File: config.mk
export PLATFORM = sky130hd
export DESIGN_NAME = sfc_freq_ctrl
export DESIGN_NICKNAME = d
export VERILOG_FILES = /design/src/rtl/sfc_pkg.sv /design/src/rtl/sfc_afc_loop.sv /design/src/rtl/sfc_freq_ctrl.sv /design/src/rtl/sfc_rate_gen.sv
export SDC_FILE = /design/constraint.sdc
export NUM_CORES = 1
export LEC_CHECK = 0
export BUFFER_PORTS_ARGS = -buffer_cell sky130_fd_sc_hd__buf_2
export CAP_MARGIN = 40
export CORE_MARGIN = 2
export CORE_UTILIZATION = 50
export CTS_BUF_LIST = sky130_fd_sc_hd__clkbuf_4
export DETAILED_ROUTE_END_ITERATION = 10
export HOLD_SLACK_MARGIN = 0.03
export MAX_ROUTING_LAYER = met4
export PLACE_DENSITY = 0.71
export REMOVE_ABC_BUFFERS = 1
export SLEW_MARGIN = 0
export SYNTH_ARGS = -nofsm -noshare
export SYNTH_HDL_FRONTEND = slang
export SYNTH_HIERARCHICAL = 1
export SYNTH_SLANG_ARGS = --single-unit
File: constraint.sdc
create_clock -name clk -period 18.05 [get_ports clk]
set_input_delay 3.61 -clock clk [delete_from_list [all_inputs] [get_ports clk]]
set_output_delay 3.61 -clock clk [all_outputs]
set_load 0.005 [all_outputs]
File: src/rtl/sfc_pkg.sv
// Purpose: Shared constants and types for the synthesizer frequency-control block
// Assumes: 20 MHz clock, 7-bit radio register addresses, 8-bit register data
// Notes: Register addresses, reset values, field positions, scale steps and timing
package sfc_pkg;
    // Register addresses
    localparam logic [6:0] ADDR_AFC_LIMIT = 7'h2a;
    localparam logic [6:0] ADDR_AFC_CORR = 7'h2b;
    localparam logic [6:0] ADDR_TX_RATE_HIGH = 7'h6e;
    localparam logic [6:0] ADDR_TX_RATE_LOW = 7'h6f;
    localparam logic [6:0] ADDR_RATE_SCALE = 7'h70;
    localparam logic [6:0] ADDR_MOD_CTRL2 = 7'h71;
    localparam logic [6:0] ADDR_DEV_LOW = 7'h72;
    localparam logic [6:0] ADDR_OFS_LOW = 7'h73;
    localparam logic [6:0] ADDR_OFS_HIGH = 7'h74;
    localparam logic [6:0] ADDR_BAND = 7'h75;
    localparam logic [6:0] ADDR_HOP_CH = 7'h79;
    localparam logic [6:0] ADDR_HOP_STEP = 7'h7a;
    // Reset values
    localparam logic [7:0] RST_TX_RATE_HIGH = 8'h0a;
    localparam logic [7:0] RST_TX_RATE_LOW = 8'h3d;
    localparam logic [7:0] RST_MOD_CTRL2 = 8'h00;
    localparam logic [7:0] RST_DEV_LOW = 8'h20;
    localparam logic [9:0] RST_OFS = 10'h000;
    localparam logic [7:0] RST_BAND = 8'h35;
    localparam logic [7:0] RST_AFC_LIMIT = 8'h00;
    localparam logic [7:0] RST_HOP = 8'h00;
    // Field positions
    localparam int MOD2_DEV_MSB_BIT = 2;
    localparam int BAND_HBSEL_BIT = 5;
    localparam int SCALE_BIT = 0;
    // Scale steps
    localparam logic [18:0] DEV_STEP_HZ = 19'h0_0271;
    localparam logic [31:0] OFS_STEP_MILLIHZ = 32'h0002_625a;
    // Timing
    localparam int CLK_HZ = 20_000_000;
    localparam int REF_HZ = 1_000_000;
    localparam int REF_DIV = CLK_HZ / REF_HZ;
    localparam int TUNE_NS = 1000;
    localparam int TUNE_CYC = (TUNE_NS * (CLK_HZ / 1_000_000) + 999) / 1000;
    // Radio operating states
    typedef enum logic [3:0] {
        ST_IDLE = 4'b0001,
        ST_TX = 4'b0010,
        ST_RX = 4'b0100,
        ST_TUNE = 4'b1000
    } sfc_state_e;
    // Hop channel and step pair
    typedef struct packed {
        logic [7:0] ch;
        logic [7:0] step;
    } sfc_hop_s;
    // AFC loop settings
    typedef struct packed {
        logic en;
        logic [2:0] gear;
        logic [2:0] shwait;
        logic [7:0] limit;
        logic multi_pkt;
    } sfc_afc_cfg_s;
endpackage : sfc_pkg

File: src/rtl/sfc_afc_loop.sv
// Purpose: AFC measure/settle loop producing a signed LO correction
// Assumes: rx_bit_tick pulses once per received bit period
// Notes: Correction unit is 156.25 Hz times (band bit + 1)
`timescale 1ns/1ns
`default_nettype none
module sfc_afc_loop
    import sfc_pkg::*;
(
    input wire logic clk,
    input wire logic nrst,
    input wire sfc_afc_cfg_s cfg,
    input wire logic rx_active,
    input wire logic rx_bit_tick,
    input wire logic signed [9:0] freq_err,
    input wire logic preamble_det,
    input wire logic pkt_end,
    output logic signed [9:0] corr_r
);
    typedef struct packed {
        logic [4:0] cnt;
        logic signed [11:0] acc;
        logic signed [9:0] corr;
        logic frozen;
    } sfc_afc_s;
    sfc_afc_s s_r, s_nxt;
    logic signed [12:0] step;
    logic signed [12:0] sum;
    logic signed [12:0] lim;
    logic [4:0] last_bit;

    // Two measure bits, then settle; shwait 1 gives 4 bits per cycle
    always_comb begin
        s_nxt = s_r;
        last_bit = {1'b0, cfg.shwait, 1'b0} + 5'h01;
        step = 13'(s_r.acc + 12'(freq_err)) >>> (1 + cfg.gear);
        sum = 13'(s_r.corr) + step;
        lim = 13'({cfg.limit, 2'b00});
        if (lim > 13'sh01ff) lim = 13'sh01ff;
        if (!rx_active || !cfg.en || cfg.shwait == 3'h0 || (pkt_end && cfg.multi_pkt)) begin
            s_nxt = '0;
        end else if (preamble_det || s_r.frozen) begin
            s_nxt.frozen = 1'b1;
        end else if (rx_bit_tick) begin
            s_nxt.cnt = (s_r.cnt == last_bit) ? 5'h00 : 5'(s_r.cnt + 5'h01);
            if (s_r.cnt == 5'h00) s_nxt.acc = 12'(freq_err);
            if (s_r.cnt == 5'h01) begin
                if (sum > lim) s_nxt.corr = 10'(lim);
                else if (sum < -lim) s_nxt.corr = 10'(-lim);
                else s_nxt.corr = 10'(sum);
            end
        end
    end

    always_ff @(posedge clk or negedge nrst) begin
        if (!nrst) s_r <= '0;
        else s_r <= s_nxt;
    end
    assign corr_r = s_r.corr;
endmodule : sfc_afc_loop
`default_nettype wire

File: src/rtl/sfc_freq_ctrl.sv
// Purpose: Frequency-control top: hop retune, deviation, offset/AFC, TX rate
// Assumes: Register port writes are single-cycle strobes; status inputs synchronous
// Notes: Read data returns one cycle after the address is presented
`timescale 1ns/1ns
`default_nettype none
module sfc_freq_ctrl
    import sfc_pkg::*;
(
    input wire logic clk,
    input wire logic nrst,
    input wire logic reg_we,
    input wire logic [6:0] reg_addr,
    input wire logic [7:0] reg_wdata,
    output logic [7:0] reg_rdata_r,
    input wire logic tx_on,
    input wire logic rx_on,
    input wire logic tx_fifo_mode,
    input wire logic tx_pkt_busy,
    input wire logic afc_en,
    input wire logic [2:0] afc_gear,
    input wire logic [2:0] afc_shwait,
    input wire logic rx_multi_pkt,
    input wire logic rx_bit_tick,
    input wire logic signed [9:0] rx_freq_err,
    input wire logic preamble_det,
    input wire logic rx_pkt_end,
    output logic [3:0] radio_state_r,
    output sfc_hop_s hop_applied_r,
    output logic retune_r,
    output logic high_band_r,
    output logic [18:0] dev_hz_r,
    output logic signed [31:0] lo_shift_mhz_r,
    output logic tx_bit_tick_r
);
    typedef struct packed {
        sfc_state_e st;
        sfc_state_e back;
        logic [7:0] tune_cnt;
        logic pend;
        logic retune;
        logic [7:0] rate_hi;
        logic [7:0] rate_lo;
        logic scale;
        logic [7:0] mod2;
        logic [7:0] dev;
        logic [9:0] ofs;
        logic [7:0] limit;
        logic [7:0] band;
        sfc_hop_s hop_wr;
        sfc_hop_s hop_app;
        logic [7:0] rdata;
        logic [18:0] dev_hz;
        logic signed [31:0] lo_shift;
    } sfc_main_s;

    sfc_main_s s_r, s_nxt;
    sfc_afc_cfg_s afc_cfg;
    logic signed [9:0] afc_corr;
    logic hop_we;
    logic defer;
    logic use_afc;
    logic signed [9:0] corr_sel;
    logic signed [31:0] corr_band;

    // Enter retune: apply latest hop values, remember where to return
    function automatic sfc_main_s start_tune(sfc_main_s x, sfc_state_e back);
        sfc_main_s y;
        y = x;
        y.hop_app = x.hop_wr;
        y.pend = 1'b0;
        y.back = back;
        y.st = ST_TUNE;
        y.tune_cnt = 8'(TUNE_CYC - 1);
        y.retune = 1'b1;
        return y;
    endfunction : start_tune

    // Register read decode; the 2Bh readback is live loop state
    function automatic logic [7:0] reg_read(sfc_main_s x, logic [6:0] a, logic signed [9:0] c);
        logic [7:0] d;
        d = 8'h00;
        case (a)
            ADDR_AFC_LIMIT: d = x.limit;
            ADDR_AFC_CORR: d = c[7:0];
            ADDR_TX_RATE_HIGH: d = x.rate_hi;
            ADDR_TX_RATE_LOW: d = x.rate_lo;
            ADDR_RATE_SCALE: d = 8'(x.scale) << SCALE_BIT;
            ADDR_MOD_CTRL2: d = x.mod2;
            ADDR_DEV_LOW: d = x.dev;
            ADDR_OFS_LOW: d = x.ofs[7:0];
            ADDR_OFS_HIGH: d = {6'h00, x.ofs[9:8]};
            ADDR_BAND: d = x.band;
            ADDR_HOP_CH: d = x.hop_wr.ch;
            ADDR_HOP_STEP: d = x.hop_wr.step;
            default: d = 8'h00;
        endcase
        return d;
    endfunction : reg_read

    // Hop write strobes and TX packet deferral condition
    assign hop_we = reg_we && (reg_addr == ADDR_HOP_CH || reg_addr == ADDR_HOP_STEP);
    assign defer = tx_fifo_mode && tx_pkt_busy;

    // Shared correction: AFC only while receiving with AFC on, else manual
    assign use_afc = afc_en && s_r.st == ST_RX;
    assign corr_sel = use_afc ? afc_corr : $signed(s_r.ofs);
    assign corr_band = 32'(corr_sel) <<< s_r.band[BAND_HBSEL_BIT];

    assign afc_cfg = '{en: afc_en, gear: afc_gear, shwait: afc_shwait,
                       limit: s_r.limit, multi_pkt: rx_multi_pkt};

    // Next-state logic for registers and the retune sequencer
    always_comb begin
        s_nxt = s_r;
        s_nxt.retune = 1'b0;
        if (reg_we) begin
            case (reg_addr)
                ADDR_AFC_LIMIT: s_nxt.limit = reg_wdata;
                ADDR_TX_RATE_HIGH: s_nxt.rate_hi = reg_wdata;
                ADDR_TX_RATE_LOW: s_nxt.rate_lo = reg_wdata;
                ADDR_RATE_SCALE: s_nxt.scale = reg_wdata[SCALE_BIT];
                ADDR_MOD_CTRL2: s_nxt.mod2 = reg_wdata;
                ADDR_DEV_LOW: s_nxt.dev = reg_wdata;
                ADDR_OFS_LOW: s_nxt.ofs[7:0] = reg_wdata;
                ADDR_OFS_HIGH: s_nxt.ofs[9:8] = reg_wdata[1:0];
                ADDR_BAND: s_nxt.band = reg_wdata;
                ADDR_HOP_CH: s_nxt.hop_wr.ch = reg_wdata;
                ADDR_HOP_STEP: s_nxt.hop_wr.step = reg_wdata;
                default: ;
            endcase
        end
        unique case (s_r.st)
            ST_IDLE: begin
                // No RF activity: hop values apply at once
                s_nxt.hop_app = s_nxt.hop_wr;
                s_nxt.pend = 1'b0;
                if (tx_on) s_nxt.st = ST_TX;
                else if (rx_on) s_nxt.st = ST_RX;
            end
            ST_TX: begin
                if ((hop_we || s_r.pend) && defer) begin
                    s_nxt.pend = 1'b1;
                end else if (hop_we || s_r.pend) begin
                    s_nxt = start_tune(s_nxt, ST_TX);
                end else if (!tx_on) begin
                    s_nxt.st = ST_IDLE;
                end
            end
            ST_RX: begin
                if (hop_we) s_nxt = start_tune(s_nxt, ST_RX);
                else if (!rx_on) s_nxt.st = ST_IDLE;
            end
            ST_TUNE: begin
                // A further hop write restarts the settle with new values
                if (hop_we) s_nxt = start_tune(s_nxt, s_r.back);
                else if (s_r.tune_cnt == 8'h00) s_nxt.st = s_r.back;
                else s_nxt.tune_cnt = 8'(s_r.tune_cnt - 8'h01);
            end
        endcase
        // Derived outputs, registered so every output is a flop
        s_nxt.rdata = reg_read(s_r, reg_addr, afc_corr);
        s_nxt.dev_hz = {10'h000, s_r.mod2[MOD2_DEV_MSB_BIT], s_r.dev} * DEV_STEP_HZ;
        s_nxt.lo_shift = corr_band * $signed(OFS_STEP_MILLIHZ);
    end

    // State register; constants only under reset
    always_ff @(posedge clk or negedge nrst) begin
        if (!nrst) begin
            s_r <= '0;
            s_r.st <= ST_IDLE;
            s_r.back <= ST_IDLE;
            s_r.rate_hi <= RST_TX_RATE_HIGH;
            s_r.rate_lo <= RST_TX_RATE_LOW;
            s_r.mod2 <= RST_MOD_CTRL2;
            s_r.dev <= RST_DEV_LOW;
            s_r.ofs <= RST_OFS;
            s_r.limit <= RST_AFC_LIMIT;
            s_r.band <= RST_BAND;
            s_r.hop_wr <= {RST_HOP, RST_HOP};
            s_r.hop_app <= {RST_HOP, RST_HOP};
        end else begin
            s_r <= s_nxt;
        end
    end

    // AFC loop runs only in RX and feeds the shared correction
    sfc_afc_loop i_sfc_afc_loop (
        .clk(clk),
        .nrst(nrst),
        .cfg(afc_cfg),
        .rx_active(s_r.st == ST_RX),
        .rx_bit_tick(rx_bit_tick),
        .freq_err(rx_freq_err),
        .preamble_det(preamble_det),
        .pkt_end(rx_pkt_end),
        .corr_r(afc_corr)
    );

    // TX rate generator sees TX state only, so RX never depends on it
    sfc_rate_gen i_sfc_rate_gen (
        .clk(clk),
        .nrst(nrst),
        .tx_active(s_r.st == ST_TX),
        .rate_word({s_r.rate_hi, s_r.rate_lo}),
        .scale(s_r.scale),
        .bit_tick_r(tx_bit_tick_r)
    );

    // Outputs straight from the state flops
    assign reg_rdata_r = s_r.rdata;
    assign radio_state_r = s_r.st;
    assign hop_applied_r = s_r.hop_app;
    assign retune_r = s_r.retune;
    assign high_band_r = s_r.band[BAND_HBSEL_BIT];
    assign dev_hz_r = s_r.dev_hz;
    assign lo_shift_mhz_r = s_r.lo_shift;
endmodule : sfc_freq_ctrl
`default_nettype wire

File: src/rtl/sfc_rate_gen.sv
// Purpose: TX bit-rate tick generator from a 1 MHz reference phase accumulator
// Assumes: Clock is an exact multiple of the 1 MHz reference
// Notes: Runs only while transmitting
`timescale 1ns/1ns
`default_nettype none
module sfc_rate_gen
    import sfc_pkg::*;
(
    input wire logic clk,
    input wire logic nrst,
    input wire logic tx_active,
    input wire logic [15:0] rate_word,
    input wire logic scale,
    output logic bit_tick_r
);
    typedef struct packed {
        logic [4:0] pre;
        logic [20:0] acc;
        logic tick;
    } sfc_rate_s;
    sfc_rate_s s_r, s_nxt;
    logic [21:0] sum;

    // Accumulate word per reference tick; carry out is one bit time
    always_comb begin
        s_nxt = s_r;
        s_nxt.tick = 1'b0;
        sum = {1'b0, s_r.acc} + {6'h00, rate_word};
        if (!tx_active) begin
            s_nxt = '0;
        end else if (s_r.pre == 5'(REF_DIV - 1)) begin
            s_nxt.pre = 5'h00;
            s_nxt.tick = scale ? sum[21] : sum[16];
            s_nxt.acc = scale ? sum[20:0] : {5'h00, sum[15:0]};
        end else begin
            s_nxt.pre = 5'(s_r.pre + 5'h01);
        end
    end

    always_ff @(posedge clk or negedge nrst) begin
        if (!nrst) s_r <= '0;
        else s_r <= s_nxt;
    end
    assign bit_tick_r = s_r.tick;
endmodule : sfc_rate_gen
`default_nettype wire

# Word-level counts from Yosys, hierarchy flattened

Index checks and enable logic that the tools add are counted.

Bits in registers: 222
Bits of input ports: 43
Output and inout bits: 82
Word-level logic and storage cells: 155

Add/subtract/negate cells: 9
$mul: 2
Magnitude comparators: 3
Equal/unequal tests: 31
Shift operators: 2
Mux-type cells: 50
Bitwise logic cells: 1
Reductions and logical operators: 30

Operators by type and width:

| kind                     | count |
|---|---|
| $mux W164                | 2 |
| $pmux W76 S3             | 1 |
| $mux W152                | 1 |
| $mux W151                | 1 |
| $pmux W8 S12             | 1 |
| $mux W8                  | 11 |
| $mux W27                 | 3 |
| $mux W75                 | 1 |
| $eq A7 B7 Y1 const B     | 10 |
| $pmux W16 S4             | 1 |
| $mux W10                 | 5 |
| $pmux W12 S3             | 1 |
| $mul A32 B18 Y31 const B | 1 |
| $mux W4                  | 8 |
| $sshl A10 B1 Y32         | 1 |
| $sshr A13 B32 Y13        | 1 |
| $mux W28                 | 1 |
| $add A21 B16 Y22         | 1 |
| $mux W22                 | 1 |
| $mux W21                 | 1 |
| $mul A9 B10 Y19 const B  | 1 |
| $ne A3 B3 Y1 const B     | 6 |
| $mux W16                 | 1 |
| $pmux W4 S4              | 1 |
| other kinds (38)         | 66 |

# Logic depth before layout (Yosys ltp)

Gate-level depths: netlist of run 1.

Depth after elaboration: 10
Depth in mapped cells: 28

# By module

The synthesis of run 1 kept the hierarchy.

By module, submodules not included:

| module        | times used | cells each | area an instance (um^2) | seq. area each (um^2) |
|---|---|---|---|---|
| sfc_freq_ctrl | 1          | 1207       | 12787.3                 | 4171.5 |
| sfc_afc_loop  | 1          | 463        | 3589.7                  | 650.6 |
| sfc_rate_gen  | 1          | 242        | 2090.8                  | 675.6 |

# Worst setup path before layout of run 1

No wires, ideal clock.

Path type: input to register
Start point: in afc_en
End point: reg s_r (netlist bit lo_shift_mhz_r[25])
Library setup time: 0.126 ns
Arrival time: 8.854 ns
Path slack: 9.070 ns
Cell stages on the path: 21
Cells stage by stage: nand2_2 -> mux2_2 -> clkbuf_1 -> buf_1 -> ha_1 -> clkbuf_1 -> xor2_1 -> ha_1 -> fa_1 -> ha_1 -> inv_1 -> fa_1 -> inv_1 -> ha_1 -> a211oi_1 -> nor2_1 -> or4_1 -> o21ai_0 -> o31ai_1 -> a21o_1 -> xor2_1

RTL lines:

| what                   | RTL line             | source |
|---|---|---|
| start: declaration     | sfc_freq_ctrl.sv:19  | `input wire logic afc_en,` |
| end signal: assignment | sfc_freq_ctrl.sv:182 | `s_r <= s_nxt;` |
| end: declaration       | sfc_freq_ctrl.sv:56  | `sfc_main_s s_r, s_nxt;` |

# Worst setup path in the final report of run 1

Start point: in rx_freq_err[0]
End point: reg i_sfc_afc_loop.s_r (netlist bit i_sfc_afc_loop/corr_r[9])

Word-level cells in the longest chain between the ends: 10

Ends and longest elaborated chain:

| what                   | RTL line            | source |
|---|---|---|
| start: declaration     | sfc_freq_ctrl.sv:24 | `input wire logic signed [9:0] rx_freq_err,` |
| $add A12 B10 Y13 *     | sfc_afc_loop.sv:35  | `step = 13'(s_r.acc + 12'(freq_err)) >>> (1 + cfg.gear);` |
| $sshr A13 B32 Y13 *    | sfc_afc_loop.sv:35  |  |
| $add A10 B13 Y13 *     | sfc_afc_loop.sv:36  | `sum = 13'(s_r.corr) + step;` |
| $lt A13 B13 Y1         | sfc_afc_loop.sv:48  | `else if (sum < -lim) s_nxt.corr = 10'(-lim);` |
| $mux W10               | sfc_afc_loop.sv:48  |  |
| $mux W10 *             | sfc_afc_loop.sv:47  | `if (sum > lim) s_nxt.corr = 10'(lim);` |
| $mux W10 *             | sfc_afc_loop.sv:46  | `if (s_r.cnt == 5'h01) begin` |
| $mux W27 *             | sfc_afc_loop.sv:43  | `end else if (rx_bit_tick) begin` |
| $mux W27 *             | sfc_afc_loop.sv:41  | `end else if (preamble_det \|\| s_r.frozen) begin` |
| $mux W28 *             | sfc_afc_loop.sv:39  | `if (!rx_active \|\| !cfg.en \|\| cfg.shwait == 3'h0 \|\| (pkt_end && cfg.multi_pkt)) begin` |
| end signal: assignment | sfc_afc_loop.sv:56  | `else s_r <= s_nxt;` |
| end: declaration       | sfc_afc_loop.sv:25  | `sfc_afc_s s_r, s_nxt;` |

Every way passes the cells marked *; elsewhere a longest branch is shown, timed or not. The select of a mux whose other input is x is not followed.
A chain may end at the register's enable or synchronous reset.

==> results of run 1 <==
[layer usage]
metal	up-vias	global-route usage, %	share of wire [%]
li1	6828	-	-
met1	6923	32.45	46
met2	443	36.91	46
met3	81	3.937	5.4
met4	0	8.979	2.5
met5	-	-	0
[cell usage after synthesis (7+ instances only)]
master      n
ha_1      215
dfrtp_1   205
inv_1     194
nand2_1   138
nor2_1    107
mux2_2    101
a21oi_1    99
buf_4      90
o21ai_0    84
xnor2_1    68
fa_1       64
nand3_1    51
clkbuf_1   35
nor3_1     31
xor2_1     29
mux2i_1    28
a21o_1     24
a211oi_1   17
o21a_1     16
a22oi_1    15
a31oi_1    15
nor2b_1    15
dfstp_2    14
nand2b_1   14
and2_1     12
nand4_1    11
o31ai_1    11
a21boi_0   10
o211ai_1   10
o221ai_1   10
a22o_1      9
nor4_1      9
o21bai_1    9
buf_2       8
a221oi_1    7
mux4_2      7
nand3b_1    7
[final cells by class]
cell class	instances	area (um^2)	share of cell area, %
multi-input combinational	1361	11380	57.53
sequential	219	5498	27.80
timing repair buffer	135	738.2	3.733
inverter	195	733.2	3.708
clock buffer	94	705.7	3.568
tap	468	585.6	2.961
clock inverter	23	130.1	0.6580
antenna	3	7.507	0.03796
[registers in the layout, indices dropped and copies added, names as in the netlist]
signal,cells
s_r,78
lo_shift_mhz_r,31
i_sfc_rate_gen/s_r,26
dev_hz_r,19
hop_applied_r,16
i_sfc_afc_loop/s_r,16
i_sfc_afc_loop/corr_r,10
afc_cfg,8
reg_rdata_r,8
radio_state_r,4
high_band_r,1
i_sfc_rate_gen/bit_tick_r,1
retune_r,1
[through the flow]
step | area (um^2) | setup WS (ns) | total power [mW]
finish | 19780 | 8.901 | 2.101
global route | 19780 | 8.447 | 2.289
CTS | 19770 | 9.009 | 2.124
detailed placement | 18930 | 8.283 | 1.611
global placement | 18860 | 8.440 | 1.584
floorplan | 17600 | 9.102 | 1.339
[worst max-delay path, stage by stage]
cell      delay [ns]
buf_2           0.11
ha_1            0.20
fa_1            0.43
a211oi_1        0.35
o21bai_1        0.13
a21oi_1         0.19
xor2_1          0.26
nor2_1          0.07
a21oi_1         0.18
o21ai_0         0.13
a311oi_1        0.27
o22ai_1         0.17
ha_1            0.37
a211oi_1        0.40
o21bai_1        0.13
a21oi_1         0.23
xnor2_1         0.14
ha_1            0.32
nand3_1         0.06
o21ai_0         0.24
a21oi_1         0.13
maj3_2          0.32
o31ai_1         0.42
o221a_2         0.41
mux2_2          0.36
o21ai_0         0.15
[how the worst max path moves through the flow]
stage / endpoint / slack (ns) / from
2_1_floorplan: i_sfc_afc_loop/corr_r[0]$_DFFE_PN0P_ / 9.10 / rx_freq_err[0]
3_3_place_gp: i_sfc_afc_loop/corr_r[0]$_DFFE_PN0P_ / 8.44 / rx_freq_err[0]
3_5_place_dp: i_sfc_afc_loop/corr_r[9]$_DFFE_PN0P_ / 8.28 / rx_freq_err[0]
4_1_cts: i_sfc_afc_loop/corr_r[9]$_DFFE_PN0P_ / 9.01 / rx_freq_err[0]
5_1_grt: i_sfc_afc_loop/corr_r[0]$_DFFE_PN0P_ / 8.45 / rx_freq_err[0]
6_report: i_sfc_afc_loop/corr_r[9]$_DFFE_PN0P_ / 8.90 / rx_freq_err[0]
[cell families (layout without fill, tap and decap cells)]
kind of cell	count (synthesis)	in the layout	share of synthesized area (%)
other cells	1	4	0.02031
simple gates	440	440	11.66
flops	219	219	29.77
buf+inv	332	447	8.686
fa+ha+maj	280	280	21.57
mux	137	137	8.611
xor+xnor	97	97	4.600
compound gates	406	406	15.09
[placed cells by master, fill, tap and decap left out, drive strengths merged, types with 7 or more instances in the layout]
cell type / instances
a21oi: 101
nor2b: 15
and2: 15
xor2: 29
ha: 215
nor4: 11
o211ai: 11
a22o: 9
clkinv: 20
nand3b: 7
nand3: 51
mux2: 102
a221oi: 7
mux4: 7
a22oi: 15
o21a: 17
a21boi: 11
o31ai: 11
buf: 135
o21bai: 9
fa: 64
nand4: 11
nor3: 31
a21o: 26
o21ai: 91
nand2: 139
nand2b: 15
a211oi: 19
dfrtp: 205
o221ai: 11
clkbuf: 94
xnor2: 68
a31oi: 15
dfstp: 14
mux2i: 28
inv: 197
nor2: 107
[power by group]
group          leakage (nW)  switching, mW  internal [mW]  total, mW
clock network         0.499          0.236          0.256      0.492
logic                  6.58          0.555          0.422      0.977
registers              2.86         0.0527          0.580      0.632
==> key figures, run 1 <==
Outcome
  – Run status: finished, final reports clean

GRT
  – Largest net degree at the start of global routing: 90
  – Grt total ovfl: 0
  – Global-route wire length before repair: 72860 um
  – Vias in the first global route: 14320
  – Initial antenna violation count: 3
  – Tot GR Track Use: around a quarter

Min path
  – Worst hold start: i_sfc_rate_gen/s_r[22]$_DFF_PN0_
  – Hold Crit Depth: 1
  – Worst hold path type: reg2reg
  – Min-Delay Endpoint: i_sfc_rate_gen/s_r[22]$_DFF_PN0_

Die
  – Core area: about 0.037 mm^2
  – Die outline height: between 150 and 200 um
  – Die width: approximately 200 um
  – Die footprint: between 0.03 and 0.04 mm^2
  – IO Pins: approximately 130
  – Num rows: 70
  – Starting Density: 50.57%

Synthesis
  – #FFs+latches synth: 219
  – Top cell type by total area after synthesis: dfrtp_1
  – Top area cells in the synthesized netlist: dfrtp_1 (28%), ha_1 (15%), fa_1 (6.9%)
  – YS warnings: 6
  – Post-synth top area share: between 20 and 30%
  – Gate Count Post-Synth: 1912
  – Sequential fraction of the synthesis area: approximately 30%
  – Synth Flop Type: dfrtp_1
  – Post-Syn Area: 0.01847 mm^2
  – Async SR Flop Fraction: 100.0%
  – Number of synthesized flops with an enable pin: 0
  – Library cells used by synthesis: just over 100
  – Avg Cell Area, Syn: 9.659 um^2

STA
  – Setup Viol. Count Final: 0
  – Clk_skew: between 0.05 and 0.06 ns
  – Fin Setup TNS: 0 ns
  – Slew at the pin with the worst max-slew slack: between 0.9 and 1 ns
  – Final hold slack: 0.4619 ns
  – RSZ-0062 raised after global routing: false
  – Max Freq: ~110 MHz
  – Hold Vio Cnt, Final: 0
  – Max_slew headroom: about 40%
  – Tmin final: between 9 and 10 ns
  – Final Cycle Share: just over 50%
  – Max-slew violation count: 0

Detailed routing
  – Routed WL per cell: ~18 um
  – DRC violation count after routing: 0
  – Pre-antenna DRT Iters: 7
  – Initial detailed-routing violation count: between 700 and 800
  – Routed WL: between 40000 and 50000 um
  – Vias: between 10000 and 15000
  – Detail Route Antenna Nets: 0
  – Via/cell ratio: roughly 5.7

Clock network
  – Htree depth: 3
  – Bufs on Longest Clock Path: 3
  – Cts repair resizes: 0
  – Setup bufs post-CTS: 0
  – Clk root buf: clkbuf_4
  – Reg clk slew, reported paths: ~0.06 ns
  – Clock sinks: 219
  – Clk_lat worst skew: about 0.75 ns
  – Hold-fix buffers, CTS: 0
  – CTS tree: yes
  – Num CTS Buffers: 66

Setup path
  – Critical Path RT: between 15 and 20 ns
  – R2R Path Start: radio_state_r[1]$_DFFE_PN0P_
  – CP max FO: 5
  – R2r setup slk: ~11 ns
  – Worst Path Class, Setup: in2reg
  – Critical Path AT: slightly below 10 ns
  – Worst R2R End: lo_shift_mhz_r[25]$_DFF_PN0_
  – Setup crit start kind: input pin
  – Crit. End Element: flip-flop
  – Worst Reg-to-Reg Cells: 20

Cells and area
  – Layout cells sized above 1: 19.88%
  – P&R area growth vs syn: 7.080%
  – Final core occ: a little over half
  – Fillcell total: around 3300
  – Final #Nets: 2300
  – Non-filler instance count after layout: roughly 2500

Power and ir drop
  – Power Dens Cells: between 100 and 150 mW/mm^2
  – Leakage: 9.940 nW
  – Worst VDD drop: just under 0.00008 V

Placed design
  – Port bufs: approximately 120
  – DP Wirelength: roughly 33000 um
  – Final Wtd Congestion: around 0.94
  – Placed instance count: 2378

Flow run
  – Number of max-cap violations: 0
Note: power is estimated with default switching activity, not from simulation.
==> run 2, diff against run 1 <==
Settings changed: PLACE_DENSITY 0.71 to 0.74.
Clock period 18.05 ns to 8 ns, I/O delays scaled along.
==> run 2 against run 1 <==
Register-to-register slack got worse by 9.5 ns. Highest routed layer unchanged. Routed wire length fell by 1.2%. Setup slack got worse by 7.8 ns.
==> key figures, run 2 (same netlist as run 1, synthesis figures left out) <==
Outcome
  – Run status: finished, final reports clean

Cells and area
  – Largest reg by FF count: s_r
  – Fillcell total: 3255 (-1.1%)
  – Max reg flops: 78 (unchanged)
  – Most common cell after layout, fill and taps aside: ha_1
  – Final core occ: 54.12% (about the same)
  – Final design area excluding fillers: 0.01977 mm^2 (about the same)
  – Most frequent cells in the layout: ha_1 (215), dfrtp_1 (205), inv_1 (194), nand2_1 (138), buf_2 (123)
  – Layout cells sized above 1: 19.86% (-0.020 points)
  – P&R area growth vs syn: 7.033% (about the same)
  – Multi-input gate area: 0.01138 mm^2 (unchanged)
  – Final #Nets: 2297 (-0.13%)
  – Register Area: 0.005498 mm^2 (unchanged)
  – Non-filler instance count after layout: 2496 (-0.080%)

Die
  – Starting Density: 50.57% (unchanged)
  – Die width: 196.2 um (unchanged)
  – Num rows: 70 (unchanged)
  – IO Pins: 125 (unchanged)
  – Die outline height: 196.2 um (unchanged)
  – Core area: 0.03652 mm^2 (unchanged)
  – Die footprint: 0.03849 mm^2 (unchanged)

STA
  – Tmin final: 6.901 ns
  – Max Freq: 144.9 MHz
  – RSZ-0062 raised after global routing: false
  – Hold Vio Cnt, Final: 0 (unchanged)
  – Clk_skew: 0.06746 ns (+0.01110 ns)
  – Final Cycle Share: between 80% and 90%
  – Fin worst setup slack: 1.099 ns (-7.802 ns)
  – Fin Setup TNS: 0 ns (unchanged)
  – Max-slew violation count: 0 (unchanged)
  – Setup Viol. Count Final: 0 (unchanged)
  – Final hold slack: 0.4557 ns (-0.006131 ns)
  – Max_slew headroom: 32.72% (-7.0 points)
  – Slew at the pin with the worst max-slew slack: 1.002 ns (+0.09705 ns)

Setup path
  – Setup crit start kind: input pin
  – Crit. End Element: flip-flop
  – Critical Path RT: 8.70 ns (-9.97 ns)
  – Critical Path AT: 7.60 ns (-2.17 ns)
  – CP max FO: 7 (+2)
  – Worst Path Class, Setup: in2reg

Detailed routing
  – Initial detailed-routing violation count: 944 (+20%)
  – Pre-antenna DRT Iters: 5 (-2)
  – Routed WL per cell: 17.48 um (-1.1%)
  – DRC violation count after routing: 0 (unchanged)
  – Via/cell ratio: 5.708 (-0.11%)
  – Routed WL: 43620 um (-1.2%)
  – Vias: 14250 (-0.19%)
  – Detail Route Antenna Nets: 0 (unchanged)

GRT
  – Largest net degree at the start of global routing: 92 (+2.2%)
  – Grt total ovfl: 0 (unchanged)
  – Vias in the first global route: 14270 (-0.31%)
  – Tot GR Track Use: 23.91% (-0.25 points)
  – Initial antenna violation count: 4 (+1)
  – Global-route wire length before repair: 72420 um (-0.62%)

Clock network
  – Hold-fix buffers, CTS: 0 (unchanged)
  – Reg clk slew, reported paths: 0.06 ns (about the same)
  – Setup bufs post-CTS: 0 (unchanged)
  – Clock sinks: 219 (unchanged)
  – Cts repair resizes: 0 (unchanged)
  – CTS tree: yes
  – Clk_lat worst skew: 0.82 ns (+0.07 ns)
  – Bufs on Longest Clock Path: 3 (unchanged)
  – Num CTS Buffers: 59 (-11%)
  – Clk root buf: clkbuf_4
  – Htree depth: 2 (-1)

Power and ir drop
  – Power Dens Cells: 236.8 mW/mm^2 (+120%)
  – Leakage: 9.930 nW (about the same)
  – Power Total: 4.681 mW (+120%)
  – Worst VDD drop: 0.0002102 V (+170%)

Placed design
  – Final Wtd Congestion: 0.9461 (+0.62%)
  – Port bufs: 123 (unchanged)
  – DP Wirelength: 32930 um (-0.99%)
  – Placed cell areas: 0.01897 mm^2 (+0.18%)
  – Placed instance count: 2382 (+0.17%)
  – Post-placement setup slack: 0.3623 ns (-7.920 ns)

Flow run
  – Number of max-cap violations: 0 (unchanged)

Min path
  – Worst hold path type: reg2reg
run 2: cell count changes in the layout (fill, tap and decap cells not counted), moves of 2 or more:
cell	delta
clkbuf_4	-5
clkinv_2	+2
buf_4	+4
clkinv_4	-2
clkinv_1	-2
run 2: final timing paths:
kind / startpoint / slack, ns / depth (start not counted) / end
max: rx_freq_err[0] / 1.10 / 26 / i_sfc_afc_loop/corr_r[0]$_DFFE_PN0P_
min: i_sfc_rate_gen/s_r[22]$_DFF_PN0_ / 0.46 / 1 / i_sfc_rate_gen/s_r[22]$_DFF_PN0_
max reg2reg: radio_state_r[1]$_DFFE_PN0P_ / 1.34 / 21 / lo_shift_mhz_r[24]$_DFF_PN0_
min reg2reg: i_sfc_rate_gen/s_r[22]$_DFF_PN0_ / 0.46 / 1 / i_sfc_rate_gen/s_r[22]$_DFF_PN0_
max in group asynchronous: nrst / 5.98 / 2 / i_sfc_rate_gen/s_r[17]$_DFFE_PN0P_
min in group asynchronous: nrst / 0.79 / 1 / dev_hz_r[8]$_DFF_PN0_
run 2: final cells by class:
type                       instances  area share [%]
clock inverter                    21          0.6140
sequential                       219           27.81
tap                              468           2.962
inverter                         195           3.709
multi-input combinational       1361           57.56
timing repair buffer             139           3.912
antenna                            4         0.05064
clock buffer                      89           3.380
run 2: report_power, final:
part / switching, mW / leakage, nW / internal (mW)
combinational: 1.24 / 6.60 / 0.957
clock: 0.510 / 0.470 / 0.543
sequential: 0.121 / 2.86 / 1.31
total: 1.87 / 9.93 / 2.81
run 2: routing by layer:
layer  global-route usage (%)  vias to the layer above  share of wire (%)
li1                         -                     6819                  -
met1                    31.61                     6905                 46
met2                    37.16                      437                 45
met3                    4.212                       87                5.8
met4                    8.333                        0                2.5
met5                        -                        -                  0
run 2: critical path, cell delays in order:
cell and delay, ns:
buf_2 0.11, ha_1 0.20, fa_1 0.43, a211oi_1 0.35
o21bai_1 0.12, a21oi_1 0.18, xor2_1 0.25, nor2_1 0.06
a21oi_1 0.15, o21ai_0 0.12, a311oi_1 0.27, o22ai_1 0.18
ha_1 0.36, a211oi_1 0.37, o21bai_1 0.13, a21oi_1 0.25
xnor2_1 0.16, ha_1 0.33, nand3_1 0.06, o21ai_0 0.19
a21oi_1 0.11, maj3_2 0.31, o31ai_1 0.41, o221ai_4 0.26
or3_1 0.36, a311oi_1 0.28
==> run 3, diff against run 2 <==
Settings changed: GPL_TIMING_DRIVEN set to 0.
==> run 3 against run 2 <==
Global-route usage fell by 0.50 points. Routed wire length decreased by 1.2%. Non-clock buffer count is 7 lower. Sequential share of layout area increased by 0.051 points. Critical path depth down 6. Cell area fell by 0.18%. Setup slack worse by 0.41 ns. Clock power hardly changed. Cell count shrank 0.32%. Count of clock-buffer cells in the layout decreased by 6. Die area unchanged. Via count hardly changed. Largest cell class unchanged.
==> key figures, run 3 (same netlist as run 1, synthesis figures left out) <==
Outcome
  – Run status: finished, final reports clean

Die
  – Core area: 0.03652 mm^2 (unchanged)
  – Starting Density: 50.57% (unchanged)
  – Die width: 196.2 um (unchanged)
  – IO Pins: 125 (unchanged)
  – Die footprint: 0.03849 mm^2 (unchanged)
  – Num rows: 70 (unchanged)
  – Die outline height: 196.2 um (unchanged)

Clock network
  – Clk root buf: clkbuf_4
  – CTS tree: yes
  – Clk_lat worst skew: 0.79 ns (-0.03 ns)
  – Bufs on Longest Clock Path: 3 (unchanged)
  – Cts repair resizes: 0 (unchanged)
  – Htree depth: 2 (unchanged)
  – Clock sinks: 219 (unchanged)
  – Reg clk slew, reported paths: 0.07 ns (about the same)
  – Setup bufs post-CTS: 0 (unchanged)
  – Num CTS Buffers: 60 (+1.7%)
  – Hold-fix buffers, CTS: 0 (unchanged)

Detailed routing
  – Routed WL: 43100 um (-1.2%)
  – Initial detailed-routing violation count: 766 (-19%)
  – Routed WL per cell: 17.32 um (-0.89%)
  – Detail Route Antenna Nets: 0 (unchanged)
  – DRC violation count after routing: 0 (unchanged)
  – Pre-antenna DRT Iters: 6 (+1)
  – Vias: 14240 (-0.056%)
  – Via/cell ratio: 5.723 (+0.27%)

Min path
  – Worst hold path type: reg2reg

STA
  – Final Cycle Share: 91.40% (+5.1 points)
  – Clk_skew: 0.05233 ns (-0.01514 ns)
  – Setup Viol. Count Final: 0 (unchanged)
  – Max Freq: 136.8 MHz (-5.6%)
  – RSZ-0062 raised after global routing: false
  – Fin worst setup slack: 0.6879 ns (-0.4114 ns)
  – Slew at the pin with the worst max-slew slack: 0.9090 ns (-0.09256 ns)
  – Fin Setup TNS: 0 ns (unchanged)
  – Tmin final: 7.312 ns (+0.4114 ns)
  – Max-slew violation count: 0 (unchanged)
  – Hold Vio Cnt, Final: 0 (unchanged)
  – Max_slew headroom: 38.94% (+6.2 points)

GRT
  – Top Usage Layer GRT: met2
  – Tot GR Track Use: 23.41% (-0.50 points)
  – Met2 Usage GRT: 37.33% (+0.17 points)
  – Vias in the first global route: 14080 (-1.4%)
  – Met1 GRT Util: 30.62% (-0.99 points)
  – Largest net degree at the start of global routing: 98 (+6.5%)
  – Global-route wire length before repair: 71180 um (-1.7%)
  – Initial antenna violation count: 3 (-1)
  – Met3 Usage GRT: 3.868% (-0.34 points)
  – Grt total ovfl: 0 (unchanged)

Cells and area
  – Max reg flops: 78 (unchanged)
  – Most frequent cells in the layout: ha_1 (215), dfrtp_1 (205), inv_1 (194), nand2_1 (138), buf_2 (125)
  – Non-filler instance count after layout: 2488 (-0.32%)
  – Final #Nets: 2291 (-0.26%)
  – Final core occ: 54.02% (-0.099 points)
  – Layout cells sized above 1: 19.53% (-0.33 points)
  – P&R area growth vs syn: 6.836%
  – Most common cell after layout, fill and taps aside: ha_1
  – Largest reg by FF count: s_r

Power and ir drop
  – Power Dens Cells: 236.7 mW/mm^2 (about the same)
  – Leakage: 9.910 nW (-0.20%)
  – Worst VDD drop: 0.0002186 V (+4.0%)

Placed design
  – Post-placement setup slack: 0.1119 ns (-0.2504 ns)
  – Final Wtd Congestion: 0.9389 (-0.76%)
  – Placed instance count: 2375 (-0.29%)
  – DP Wirelength: 32730 um (-0.59%)
  – Port bufs: 123 (unchanged)

Setup path
  – Critical Path RT: 8.68 ns (-0.02 ns)
  – Crit. End Element: flip-flop
  – Setup crit start kind: flip-flop
  – Worst Path Class, Setup: reg2reg
  – Critical Path AT: 7.99 ns (+0.39 ns)
  – CP max FO: 28 (+21)

Flow run
  – Number of max-cap violations: 0 (unchanged)
==> run 3: cell count changes in the layout (fill, tap and decap cells not counted) <==
cell	delta
buf_16	+1
buf_2	+2
buf_4	-9
bufinv_16	+1
clkbuf_4	-6
clkdlybuf4s18_2	-1
clkinv_1	+1
clkinv_2	+5
clkinvlp_4	-1
diode_2	-1
==> run 3: final timing paths <==
check | cells past startpoint | start | slack (ns) | endpoint
max in group asynchronous | 3 | nrst | 6.04 | radio_state_r[0]$_DFFE_PN1P_
max reg2reg | 20 | radio_state_r[1]$_DFFE_PN0P_ | 0.69 | lo_shift_mhz_r[31]$_DFF_PN0_
min | 1 | i_sfc_rate_gen/s_r[22]$_DFF_PN0_ | 0.47 | i_sfc_rate_gen/s_r[22]$_DFF_PN0_
min in group asynchronous | 1 | nrst | 0.69 | i_sfc_rate_gen/s_r[23]$_DFF_PN0_
max | 20 | radio_state_r[1]$_DFFE_PN0P_ | 0.69 | lo_shift_mhz_r[31]$_DFF_PN0_
min reg2reg | 1 | i_sfc_rate_gen/s_r[22]$_DFF_PN0_ | 0.47 | i_sfc_rate_gen/s_r[22]$_DFF_PN0_
==> run 3: routing by layer <==
metal | up-vias | part of all wire [%]
li1 | 6805 | -
met1 | 6908 | 45
met2 | 443 | 47
met3 | 84 | 6.3
met4 | 0 | 2.5
met5 | - | 0
==> run 3: where the power goes <==
group          internal, mW  total, mW  switching [mW]
Clock                 0.550       1.06           0.511
Combinational         0.951       2.18            1.23
Sequential             1.31       1.43           0.122
==> run 3: final cells by class <==
type	count	area, um^2
Clock buffer	83	623.1
Multi-Input combinational cell	1361	11380
Fill cell	3298	16790
Sequential cell	219	5498
Antenna cell	3	7.507
Clock inverter	27	172.7
Tap cell	468	585.6
Inverter	195	733.2
Timing Repair Buffer	132	733.2
==> run 3: through the flow <==
step	area [um^2]	total power [mW]	hold slack (ns)
after detailed placement	18930	3.614	0.4599
final	19730	4.671	0.4690
after global placement	18800	3.541	0.4438
after CTS	19720	4.725	0.4694
after floorplan	17600	3.021	0.4319
after global routing	19730	5.091	0.4841
==> run 3: worst max-delay path, cell delays in order, from the launching register on <==
cell and delay, ns:
dfrtp_1 0.48, nor4b_4 0.70, nand2_2 0.38, mux2_2 0.75, o21a_1 0.34, ha_1 0.40
xor2_1 0.22, ha_1 0.32, fa_1 0.48, ha_1 0.31, inv_1 0.06, fa_1 0.53
inv_1 0.04, ha_1 0.37, a211oi_1 0.24, nor2_1 0.09, or4_1 0.39, o21ai_0 0.48
o31ai_1 0.21, a21o_1 0.24, a31oi_1 0.20
